### src/lbsf_pkg.sv
// Package: constants and types for the loop board status flag block
package lbsf_pkg;
    // ----------------------------------------
    // Status word bit positions
    // ----------------------------------------
    localparam int BIT_EXEC_ERR = 3;  // Execution error flag
    localparam int BIT_DB_ERR = 4;    // Config RAM corruption flag
    localparam int BIT_AUTO_COLD = 7; // Automatic cold start flag
    localparam int BIT_RUN = 11;      // Run status flag
    localparam int BIT_CHANGED = 15;  // Config changed while running flag
    // ----------------------------------------
    // Register byte offsets
    // ----------------------------------------
    localparam logic [7:0] OFF_STATUS_WORD = 8'h00; // board_status_word, read only
    localparam logic [7:0] OFF_CONTROL = 8'h04;     // Start/stop/backup commands
    localparam logic [7:0] OFF_IRQ_STAT = 8'h08;    // Sticky events, write one to clear
    localparam logic [7:0] OFF_IRQ_MASK = 8'h0C;    // Interrupt enables
    localparam logic [7:0] OFF_STATE = 8'h10;       // Live state, unrefreshed
    // ----------------------------------------
    // Control register fields (self clearing strobes)
    // ----------------------------------------
    localparam int CTL_HOT = 0;    // Request hot start
    localparam int CTL_COLD = 1;   // Request cold start
    localparam int CTL_STOP = 2;   // Stop the board
    localparam int CTL_BACKUP = 3; // Copy RAM data to flash
    // ----------------------------------------
    // Interrupt event bits
    // ----------------------------------------
    localparam int EV_REFRESH = 0;  // Status word refreshed
    localparam int EV_AUTO = 1;     // Automatic cold start done
    localparam int EV_CHANGED = 2;  // Download while running
    localparam int EV_BACKUP = 3;   // Backup to flash requested
    localparam int EV_W = 4;        // Event count
    // ----------------------------------------
    // Timing
    // ----------------------------------------
    localparam longint CLK_HZ = 125000000;        // System clock rate
    localparam longint REFRESH_MS = 1000;         // Refresh cycle, 1 sec
    localparam longint REFRESH_CYC = CLK_HZ * REFRESH_MS / 1000; // Cycles per refresh
    localparam logic [1:0] RESP_OKAY = 2'h0;      // AXI okay
    localparam logic [1:0] RESP_SLVERR = 2'h2;    // AXI slave error
    // ----------------------------------------
    // Board run state, Gray coded
    // ----------------------------------------
    typedef enum logic [1:0] {
        LBSF_STOPPED = 2'h0, // Board idle
        LBSF_RUNNING = 2'h1  // Board executing blocks
    } lbsf_run_type;
endpackage

### src/lbsf_tick.sv
// Divider that makes the one-second refresh enable pulse
`timescale 1ns/1ps
`default_nettype none
module lbsf_tick
    import lbsf_pkg::*;
#(
    parameter int unsigned PERIOD = 32'(REFRESH_CYC) // Cycles between pulses
) (
    input wire logic clk_sys, // System clock
    input wire logic rst,     // Async reset, high
    output logic tick         // One-cycle pulse each period
);
    // ----------------------------------------
    // State
    // ----------------------------------------
    typedef struct packed {
        logic [31:0] cnt; // Down counter
        logic tick;       // Registered pulse
    } lbsf_tick_st_type;
    lbsf_tick_st_type s_q, s_d;
    // Next state: reload on zero
    always_comb begin
        s_d = s_q;
        s_d.tick = 1'b0;
        if (s_q.cnt == 32'h0) begin
            s_d.cnt = 32'(PERIOD - 1);
            s_d.tick = 1'b1;
        end else begin
            s_d.cnt = s_q.cnt - 32'h1;
        end
    end
    // Registers
    always_ff @(posedge clk_sys or posedge rst) begin
        if (rst) begin
            s_q <= '0;
        end else begin
            s_q <= s_d;
        end
    end
    assign tick = s_q.tick;
endmodule
`default_nettype wire

### src/lbsf_axil.sv
// AXI4-Lite slave front end giving single-cycle read/write strobes
`timescale 1ns/1ps
`default_nettype none
module lbsf_axil
    import lbsf_pkg::*;
(
    input wire logic clk_sys,             // System clock
    input wire logic rst,                 // Async reset, high
    input wire logic [7:0] s_axi_awaddr,  // Write address
    input wire logic s_axi_awvalid,       // Write address valid
    output logic s_axi_awready,           // Write address ready
    input wire logic [31:0] s_axi_wdata,  // Write data
    input wire logic [3:0] s_axi_wstrb,   // Byte enables
    input wire logic s_axi_wvalid,        // Write data valid
    output logic s_axi_wready,            // Write data ready
    output logic [1:0] s_axi_bresp,       // Write response
    output logic s_axi_bvalid,            // Write response valid
    input wire logic s_axi_bready,        // Write response ready
    input wire logic [7:0] s_axi_araddr,  // Read address
    input wire logic s_axi_arvalid,       // Read address valid
    output logic s_axi_arready,           // Read address ready
    output logic [31:0] s_axi_rdata,      // Read data
    output logic [1:0] s_axi_rresp,       // Read response
    output logic s_axi_rvalid,            // Read valid
    input wire logic s_axi_rready,        // Read ready
    output logic wr_en,                   // Write strobe
    output logic [7:0] wr_addr,           // Write address
    output logic [31:0] wr_data,          // Write data as received, not masked; strobes on wr_strb
    output logic [3:0] wr_strb,           // Write byte enables
    input wire logic wr_err,              // Write address unmapped
    output logic [7:0] rd_addr,           // Read address, combinational
    input wire logic [31:0] rd_data,      // Read data from bank
    input wire logic rd_err,              // Read address unmapped
    output logic rd_en                    // Read strobe
);
    // ----------------------------------------
    // State
    // ----------------------------------------
    typedef struct packed {
        logic aw_got;       // Address held
        logic w_got;        // Data held
        logic [7:0] awaddr; // Held address
        logic [31:0] wdata; // Held data
        logic [3:0] wstrb;  // Held strobes
        logic bvalid;       // Response pending
        logic [1:0] bresp;  // Write response
        logic rvalid;       // Read data pending
        logic [31:0] rdata; // Read data
        logic [1:0] rresp;  // Read response
        logic awready;      // Write address ready, registered
        logic wready;       // Write data ready, registered
        logic arready;      // Read address ready, registered
    } lbsf_axil_st_type;
    lbsf_axil_st_type s_q, s_d;
    logic do_wr; // Both halves present
    logic do_rd; // Read accepted
    // Channel handshakes and responses
    always_comb begin
        s_d = s_q;
        if (s_axi_awvalid && s_axi_awready) begin
            s_d.aw_got = 1'b1;
            s_d.awaddr = s_axi_awaddr;
        end
        if (s_axi_wvalid && s_axi_wready) begin
            s_d.w_got = 1'b1;
            s_d.wdata = s_axi_wdata;
            s_d.wstrb = s_axi_wstrb;
        end
        do_wr = s_q.aw_got && s_q.w_got && !s_q.bvalid;
        if (do_wr) begin
            s_d.aw_got = 1'b0;
            s_d.w_got = 1'b0;
            s_d.bvalid = 1'b1;
            s_d.bresp = wr_err ? RESP_SLVERR : RESP_OKAY;
        end
        if (s_q.bvalid && s_axi_bready) begin
            s_d.bvalid = 1'b0;
        end
        do_rd = s_axi_arvalid && s_q.arready;
        if (do_rd) begin
            s_d.rvalid = 1'b1;
            s_d.rdata = rd_data;
            s_d.rresp = rd_err ? RESP_SLVERR : RESP_OKAY;
        end else if (s_q.rvalid && s_axi_rready) begin
            s_d.rvalid = 1'b0;
        end
        // Ready outputs come from flops; low for one cycle after reset
        s_d.awready = !s_d.aw_got && !s_d.bvalid;
        s_d.wready = !s_d.w_got && !s_d.bvalid;
        s_d.arready = !s_d.rvalid;
    end
    // Registers
    always_ff @(posedge clk_sys or posedge rst) begin
        if (rst) begin
            s_q <= '0;
        end else begin
            s_q <= s_d;
        end
    end
    assign s_axi_awready = s_q.awready;
    assign s_axi_wready = s_q.wready;
    assign s_axi_bvalid = s_q.bvalid;
    assign s_axi_bresp = s_q.bresp;
    assign s_axi_arready = s_q.arready;
    assign s_axi_rvalid = s_q.rvalid;
    assign s_axi_rdata = s_q.rdata;
    assign s_axi_rresp = s_q.rresp;
    assign wr_en = do_wr;
    assign wr_addr = s_q.awaddr;
    assign wr_data = s_q.wdata;
    assign wr_strb = s_q.wstrb;
    assign rd_addr = s_axi_araddr;
    assign rd_en = do_rd;
endmodule
`default_nettype wire

### src/lbsf_top.sv
// Loop board status word: flags, run control, refresh and interrupt
//
// Behaviour
// - Bit 3 is OR of block error codes
// - Bit 4 flags corrupted configuration RAM
// - Hot start with bad RAM becomes cold
// - Bit 7 marks substituted cold start, flash reload
// - Bit 7 is zero unless running
// - Bit 11 is one while running
// - Bit 15 set by download while running
// - Bit 15 cleared by any start
// - Downloads stay in RAM; backup is separate
// - All flags in one status word
// - Status word refreshed once per second
//
// Decided for this implementation: the register offsets and the AXI4-Lite slave port.
`timescale 1ns/1ps
`default_nettype none
module lbsf_top
    import lbsf_pkg::*;
#(
    parameter int NBLK = 8,                      // Function block count
    parameter int unsigned REFRESH = 32'(REFRESH_CYC) // Cycles per refresh
) (
    input wire logic clk_sys,                    // System clock 125 MHz
    input wire logic rst,                        // Async reset, high
    input wire logic [NBLK-1:0] blk_err_nz,      // Per block: block_error_code nonzero
    input wire logic ram_corrupt,                // RAM data check failed
    input wire logic download,                   // Pulse: block data downloaded to RAM
    input wire logic [7:0] s_axi_awaddr,         // Write address
    input wire logic s_axi_awvalid,              // Write address valid
    output logic s_axi_awready,                  // Write address ready
    input wire logic [31:0] s_axi_wdata,         // Write data
    input wire logic [3:0] s_axi_wstrb,          // Byte enables
    input wire logic s_axi_wvalid,               // Write data valid
    output logic s_axi_wready,                   // Write data ready
    output logic [1:0] s_axi_bresp,              // Write response
    output logic s_axi_bvalid,                   // Write response valid
    input wire logic s_axi_bready,               // Write response ready
    input wire logic [7:0] s_axi_araddr,         // Read address
    input wire logic s_axi_arvalid,              // Read address valid
    output logic s_axi_arready,                  // Read address ready
    output logic [31:0] s_axi_rdata,             // Read data
    output logic [1:0] s_axi_rresp,              // Read response
    output logic s_axi_rvalid,                   // Read valid
    input wire logic s_axi_rready,               // Read ready
    output logic flash_load,                     // Pulse: reload RAM from flash
    output logic flash_backup,                   // Pulse: write RAM to flash
    output logic irq                             // Level interrupt
);
    // ----------------------------------------
    // Input synchronisers
    // ----------------------------------------
    logic [NBLK+1:0] sy1_q, sy2_q; // Two-stage synchroniser
    logic dl_prev_q;               // Download edge history
    always_ff @(posedge clk_sys or posedge rst) begin
        if (rst) begin
            sy1_q <= '0;
            sy2_q <= '0;
        end else begin
            sy1_q <= {download, ram_corrupt, blk_err_nz};
            sy2_q <= sy1_q;
        end
    end
    logic [NBLK-1:0] err_s; // Synced error indications
    logic corrupt_s;        // Synced RAM corruption
    logic dl_s;             // Synced download level
    assign err_s = sy2_q[NBLK-1:0];
    assign corrupt_s = sy2_q[NBLK];
    assign dl_s = sy2_q[NBLK+1];

    // ----------------------------------------
    // Refresh divider and bus slave
    // ----------------------------------------
    logic tick; // One-second enable
    lbsf_tick #(.PERIOD(REFRESH)) u_tick (
        .clk_sys(clk_sys),
        .rst(rst),
        .tick(tick)
    );
    logic wr_en, wr_err, rd_err;
    logic [7:0] wr_addr, rd_addr;
    logic [31:0] wr_data, rd_data;
    logic [3:0] wr_strb;
    lbsf_axil u_axil (
        .clk_sys(clk_sys),
        .rst(rst),
        .s_axi_awaddr(s_axi_awaddr),
        .s_axi_awvalid(s_axi_awvalid),
        .s_axi_awready(s_axi_awready),
        .s_axi_wdata(s_axi_wdata),
        .s_axi_wstrb(s_axi_wstrb),
        .s_axi_wvalid(s_axi_wvalid),
        .s_axi_wready(s_axi_wready),
        .s_axi_bresp(s_axi_bresp),
        .s_axi_bvalid(s_axi_bvalid),
        .s_axi_bready(s_axi_bready),
        .s_axi_araddr(s_axi_araddr),
        .s_axi_arvalid(s_axi_arvalid),
        .s_axi_arready(s_axi_arready),
        .s_axi_rdata(s_axi_rdata),
        .s_axi_rresp(s_axi_rresp),
        .s_axi_rvalid(s_axi_rvalid),
        .s_axi_rready(s_axi_rready),
        .wr_en(wr_en),
        .wr_addr(wr_addr),
        .wr_data(wr_data),
        .wr_strb(wr_strb),
        .wr_err(wr_err),
        .rd_addr(rd_addr),
        .rd_data(rd_data),
        .rd_err(rd_err),
        .rd_en()
    );

    // ----------------------------------------
    // Block state
    // ----------------------------------------
    typedef struct packed {
        lbsf_run_type run;   // Run state
        logic auto_cold;     // Last start was a substituted cold start
        logic changed;       // Download seen while running
        logic [15:0] word;   // Refreshed board_status_word
        logic [3:0] ev;      // Sticky interrupt status
        logic [3:0] mask;    // Interrupt mask
        logic load;          // Flash reload pulse
        logic backup;        // Flash backup pulse
        logic irq;           // Interrupt output
    } lbsf_st_type;
    lbsf_st_type s_q, s_d;
    logic [15:0] live;  // Unrefreshed flag word
    logic any_err;      // OR of block error codes
    logic hot_req, cold_req, stop_req, bk_req, dl_pulse, ctl_wr;
    logic [EV_W-1:0] ev_set; // Events this cycle

    // Reduce block error indications
    always_comb begin
        any_err = 1'b0;
        for (int i = 0; i < NBLK; i++) begin
            any_err = any_err | err_s[i];
        end
    end

    // Live flag word assembly
    always_comb begin
        live = 16'h0000;
        live[BIT_EXEC_ERR] = any_err;
        live[BIT_DB_ERR] = corrupt_s;
        live[BIT_AUTO_COLD] = s_q.auto_cold && (s_q.run == LBSF_RUNNING);
        live[BIT_RUN] = (s_q.run == LBSF_RUNNING);
        live[BIT_CHANGED] = s_q.changed;
    end

    // Control strobes decoded from bus writes
    assign ctl_wr = wr_en && (wr_addr == OFF_CONTROL) && wr_strb[0];
    assign hot_req = ctl_wr && wr_data[CTL_HOT];
    assign cold_req = ctl_wr && wr_data[CTL_COLD] && !wr_data[CTL_HOT];
    assign stop_req = ctl_wr && wr_data[CTL_STOP] && !wr_data[CTL_HOT] && !wr_data[CTL_COLD];
    assign bk_req = ctl_wr && wr_data[CTL_BACKUP];
    assign dl_pulse = dl_s && !dl_prev_q;
    always_ff @(posedge clk_sys or posedge rst) begin
        if (rst) begin
            dl_prev_q <= 1'b0;
        end else begin
            dl_prev_q <= dl_s;
        end
    end

    // Unmapped address decode; status word write is accepted but ignored
    always_comb begin
        wr_err = !(wr_addr == OFF_STATUS_WORD || wr_addr == OFF_CONTROL ||
                   wr_addr == OFF_IRQ_STAT || wr_addr == OFF_IRQ_MASK ||
                   wr_addr == OFF_STATE);
        rd_err = !(rd_addr == OFF_STATUS_WORD || rd_addr == OFF_CONTROL ||
                   rd_addr == OFF_IRQ_STAT || rd_addr == OFF_IRQ_MASK ||
                   rd_addr == OFF_STATE);
        case (rd_addr)
            OFF_STATUS_WORD: rd_data = {16'h0000, s_q.word};
            OFF_IRQ_STAT: rd_data = {28'h0000000, s_q.ev};
            OFF_IRQ_MASK: rd_data = {28'h0000000, s_q.mask};
            OFF_STATE: rd_data = {16'h0000, live};
            default: rd_data = 32'h00000000;
        endcase
    end

    // Main next-state logic
    always_comb begin
        s_d = s_q;
        s_d.load = 1'b0;
        s_d.backup = 1'b0;
        ev_set = '0;
        // Start requests
        if (hot_req || cold_req) begin
            s_d.run = LBSF_RUNNING;
            s_d.changed = 1'b0;
            s_d.auto_cold = hot_req && corrupt_s;
            s_d.load = cold_req || corrupt_s;
            ev_set[EV_AUTO] = hot_req && corrupt_s;
        end else if (stop_req) begin
            s_d.run = LBSF_STOPPED;
            s_d.auto_cold = 1'b0;
        end else if (dl_pulse && s_q.run == LBSF_RUNNING) begin
            s_d.changed = 1'b1;
            ev_set[EV_CHANGED] = 1'b1;
        end
        // Flash written only on explicit backup
        if (bk_req) begin
            s_d.backup = 1'b1;
            ev_set[EV_BACKUP] = 1'b1;
        end
        // One-second refresh of the host-visible word
        if (tick) begin
            s_d.word = live;
            ev_set[EV_REFRESH] = 1'b1;
        end
        // Mask write
        if (wr_en && wr_addr == OFF_IRQ_MASK && wr_strb[0]) begin
            s_d.mask = wr_data[EV_W-1:0];
        end
        // Write one to clear, new events win
        if (wr_en && wr_addr == OFF_IRQ_STAT && wr_strb[0]) begin
            s_d.ev = s_q.ev & ~wr_data[EV_W-1:0];
        end
        s_d.ev = s_d.ev | ev_set;
        s_d.irq = |(s_d.ev & s_d.mask);
    end

    // State register
    always_ff @(posedge clk_sys or posedge rst) begin
        if (rst) begin
            s_q <= '0;
        end else begin
            s_q <= s_d;
        end
    end
    assign flash_load = s_q.load;
    assign flash_backup = s_q.backup;
    assign irq = s_q.irq;

    // ----------------------------------------
    // Assertions
    // ----------------------------------------
    localparam logic [15:0] FLAG_BITS = (16'h1 << BIT_EXEC_ERR) | (16'h1 << BIT_DB_ERR) |
        (16'h1 << BIT_AUTO_COLD) | (16'h1 << BIT_RUN) | (16'h1 << BIT_CHANGED); // Flag bits
endmodule
`default_nettype wire

### config.mk
export PLATFORM = sky130hd
export DESIGN_NAME = lbsf_top
export DESIGN_NICKNAME = d
export VERILOG_FILES = /design/src/lbsf_pkg.sv /design/src/lbsf_tick.sv /design/src/lbsf_axil.sv /design/src/lbsf_top.sv
export SDC_FILE = /design/constraint.sdc
export NUM_CORES = 1
export LEC_CHECK = 0
export BUFFER_PORTS_ARGS = -buffer_cell sky130_fd_sc_hd__buf_2
export CORE_AREA = 2 2 118 120
export DETAILED_ROUTE_END_ITERATION = 16
export DIE_AREA = 0 0 120 122
export SYNTH_ARGS = -nofsm -noshare
export SYNTH_HDL_FRONTEND = slang
export SYNTH_SLANG_ARGS = --single-unit
export TNS_END_PERCENT = 100
### constraint.sdc
create_clock -name clk_sys -period 3.3 [get_ports clk_sys]
set_input_delay 0.165 -clock clk_sys [delete_from_list [all_inputs] [get_ports clk_sys]]
set_output_delay 0.165 -clock clk_sys [all_outputs]
set_load 0.05 [all_outputs]
==> run summary <==
The run finished, with violations left. The final reports fail on hold timing. Per report_power, the sequential group accounts for between 50% and 60% of the total. The worst clock skew on the final layout is roughly 10 ps. The die extent in x came out at around 120 um. The final hold slack came out at -42.6 ps. The critical path data required time is about 3500 ps.

The root buffer cell is clkbuf_16. The first global-routing pass estimated roughly 15,000 um of wire. Leaving out fill and tap cells, the most frequent cell in the layout is dfrtp_1. The number of remaining DRC errors is 0.

The count of different cell masters after synthesis came out at 50. The number of antenna violations at the first check in global routing came out at 0. Counting along the longest clock path gives a buffer depth of 2. The worst slack after detailed placement is around 450 ps. For this run, asynchronously set or reset flops after synthesis account for 100%. The buffer count from post-CTS setup fixing came out at 0.

In this run the tool buffered the top-level ports with 55 buffer cells. The total iterations of the first detailed-routing run is 4. The H-tree was split into 3 levels.

The antenna cell count is 0. The internal reg-to-reg setup slack came out at 460 ps. The DRC marker count from the first detailed-route iteration came out at about 190. The number of global-route vias before repair came to around 3,100. In this run the vertical extent of the chip is around 120 um.

For this block, the via count after detailed routing is roughly 3,100. Setup repair after global routing left no endpoint under its margin. The static leakage came out at 2.35 nW. The final-report hold violation count is 61. The congestion estimate from routability-driven global placement came to between 0.7 and 0.8. STA classifies the critical path startpoint as a register.

The area growth from synthesis to layout is 15.3%. The instance count of the mapped netlist is ~420. The signal arrival time at the worst endpoint is 3060 ps.

The core area came out at between 10,000 and 15,000 um^2. Subtracting the final worst setup slack from the clock period gives 2840 ps. The initial core utilization is 34.0%. Of the post-synthesis cell area, the part taken by muxes is around 7.4%. The count of flip-flops with a built-in enable after synthesis is 0. The proportion of synthesized chip area in sequential cells came out at between 50% and 60%. IR analysis of the VDD net gives a maximum drop of just over 0.0002 V.

The highest achievable clock rate is 0.352 GHz. The maximum number of pins on one net before global-route repair is 64. The adder and majority cell fraction of the synthesized area is less than 1%. The total wire length after detailed routing is between 8000 and 9000 um. In this run the worst hold path is classified as input port to async pin. The total clock sinks is between 100 and 150. The design internal power came out at 0.00215 W.

The fraction of final layout cells sized beyond drive strength 1 came out at a little over a fifth. The reg-to-reg endpoint is u_tick.s_q[32]. The launching point of the worst reg2reg path is u_tick.s_q[16]. The number of pins with negative max-slew slack in the final report was 0. The number of warnings printed during yosys synthesis is 0. The worst-margin pin slew came out at just under 800 ps. TritonCTS built the clock tree. The clock slew at the register clock pins of the worst setup and hold paths is roughly 70 ps. The mean instance size in the synthesized netlist came out at between 10 and 15 um^2. The clock insertion delay at the later pin of the skew report is roughly 350 ps. The number of non-filler instances in the completed layout is approximately 660. The portion of total power attributed to the clock network is a little under a third. The total CTS buffers is 9. Summed over all nets, the switching power comes to 0.00101 W.

The dominant register cell in the synthesized netlist is dfrtp_1. The remaining max-slew budget at the tightest pin came out at 48.8%. The remaining global-route overflow is 0. The number of ports placed on the die boundary is between 100 and 150. Row generation in the floorplan step produced 43 rows. The top cell types in the final layout, fill and taps aside, are 103 x dfrtp_1, 55 x buf_2, 50 x nand2_1. The synthesized-area fraction occupied by xor and xnor cells is about 3.6%.

The average vias per placed instance is 4.71. The final layout contains 550 nets. Synthesis inferred ~100 register bits.

Once placement completed, the tool counted placed cells totaling 638. The simple-gate area share of the yosys netlist is 16.9%. The length in cells of the worst reg-to-reg path came out at 5. The highest net fanout along the worst path came out at 11. The synthesized netlist devotes 7.53% of its cell area to compound gates. The cell area power density is about 600 nW/um^2.

The final critical-path setup slack is between 400 and 500 ps. The max-cap check violation count is 0. Per report_power, the combinational group accounts for 18.1% of the total. The detailed placement HPWL is between 6000 and 7000 um. The final clock period utilization by the worst path is between 80 and 90%. The total die area is around 15,000 um^2. The kind of capture point of the worst setup path is a register. The post-detailed-route wirelength per cell is 13.1 um.

Net switching is between 30% and 40% of the power. The mapped cell area is roughly 4600 um^2. By startpoint and endpoint, the worst setup path is classified as register to register. Global routing used around an eighth of the available tracks across all layers. The number of endpoints failing setup at the final stage is 0. The dominant combinational cell family by area after synthesis is simple AND/OR/NAND/NOR gates.

The number of routed nets with antenna violations is 0. The sum of negative setup slack came out at 0 ps.
==> cells by family after synthesis <==
| logic type | after synthesis |
|---|---|
| and+or+nand+nor | 155 |
| DFF | 103 |
| buffers and inverters | 58 |
| AOI/OAI and AO/OA | 52 |
| muxes | 31 |
| xor gates and xnor gates | 19 |
| adders and majority gates | 2 |
| other | 1 |
==> synthesized netlist by cell type (2+ instances only) <==
library cell,count,area [um^2]
dfrtp_1,103,2580
nand2_1,50,188
buf_4,36,270
nor2_1,31,116
mux2_2,23,259
o21ai_0,17,85.1
xnor2_1,15,131
or3_1,13,81.3
clkbuf_1,12,45.0
nor3_1,12,60.1
nand3_1,11,55.1
nor4_1,10,62.6
inv_1,9,33.8
a21oi_1,8,40.0
mux2i_1,8,80.1
or4_1,6,45.0
nand2b_1,5,31.3
xor2_1,4,35.0
a21o_1,3,22.5
a31oi_1,3,18.8
a32o_1,3,30.0
nand3b_1,3,22.5
a211oi_1,2,15.0
and3_1,2,12.5
ha_1,2,25.0
nor2b_1,2,12.5
nor4b_1,2,17.5
o221ai_1,2,17.5
o31a_1,2,17.5
o31ai_1,2,15.0
==> final cells by class <==
cell class              instances  area [um^2]
fillers                      1332         8220
flip-flops and latches        103         2580
multi-input cells             285         1750
repair buffers                 71          420
clock buffers                   9          225
well taps                     180          225
clock inverters                 7         55.1
inverters                       9         36.3
==> layer usage <==
metal,share of wire [%],global-route usage [%],vias up
met5,0,0,-
met4,1.3,4.41,0
met3,4.6,3.23,11
met2,48,20.7,72
met1,46,16.5,1519
li1,-,-,1526
==> through the flow <==
stage          power [W]  area (um^2)  util (%)
2_1_floorplan    0.00206         4680         -
3_3_place_gp     0.00216         4910      36.3
3_5_place_dp     0.00218         4910      36.3
4_1_cts          0.00319         5290      39.2
5_1_grt          0.00332         5290      39.2
6_report         0.00316         5290      39.2
==> power groups by stage <==
stage               combinational [W]  clock [W]  sequential [W]
floorplan                    0.000445          0         0.00161
detailed placement           0.000566          0         0.00161
global route                 0.000631    0.00108         0.00161
finish                       0.000571   0.000998         0.00159
CTS                          0.000577    0.00103         0.00159
global placement             0.000557          0         0.00160
==> worst max-delay path by stage <==
stage                              start        endpoint
after floorplan                      rst       dl_prev_q
after global routing      u_tick.s_q[16]  u_tick.s_q[32]
final                     u_tick.s_q[16]  u_tick.s_q[32]
after detailed placement  u_tick.s_q[16]  u_tick.s_q[32]
after global placement    u_tick.s_q[16]  u_tick.s_q[32]
after CTS                 u_tick.s_q[16]  u_tick.s_q[32]
==> repair_timing <==
| item | CTS | global route |
|---|---|---|
| resized for setup | 0 | 0 |
| hold buffers | 10 | 0 |
| endpoints found under the hold margin | 10 | 0 |
| setup endpoints to repair | 0 | 0 |
==> worst max-delay path: stages, from the launching register on <==
cell and delay [ps]:
dfrtp_1 390, or4_4 550, or3_1 460, or4_1 690
nor3b_1 280, mux2_2 360
==> state kept, by name (all words and copies together) (netlist names), 2 cells and up <==
name / cells
u_axil.wr_addr: 8
s_q: 15
sy1_q: 10
u_tick.s_q: 32
u_axil.wr_data: 4
u_axil.s_q: 2
u_axil.s_axi_rdata: 8
sy2_q: 10
No activity file was read; power rests on OpenSTA's default activity.
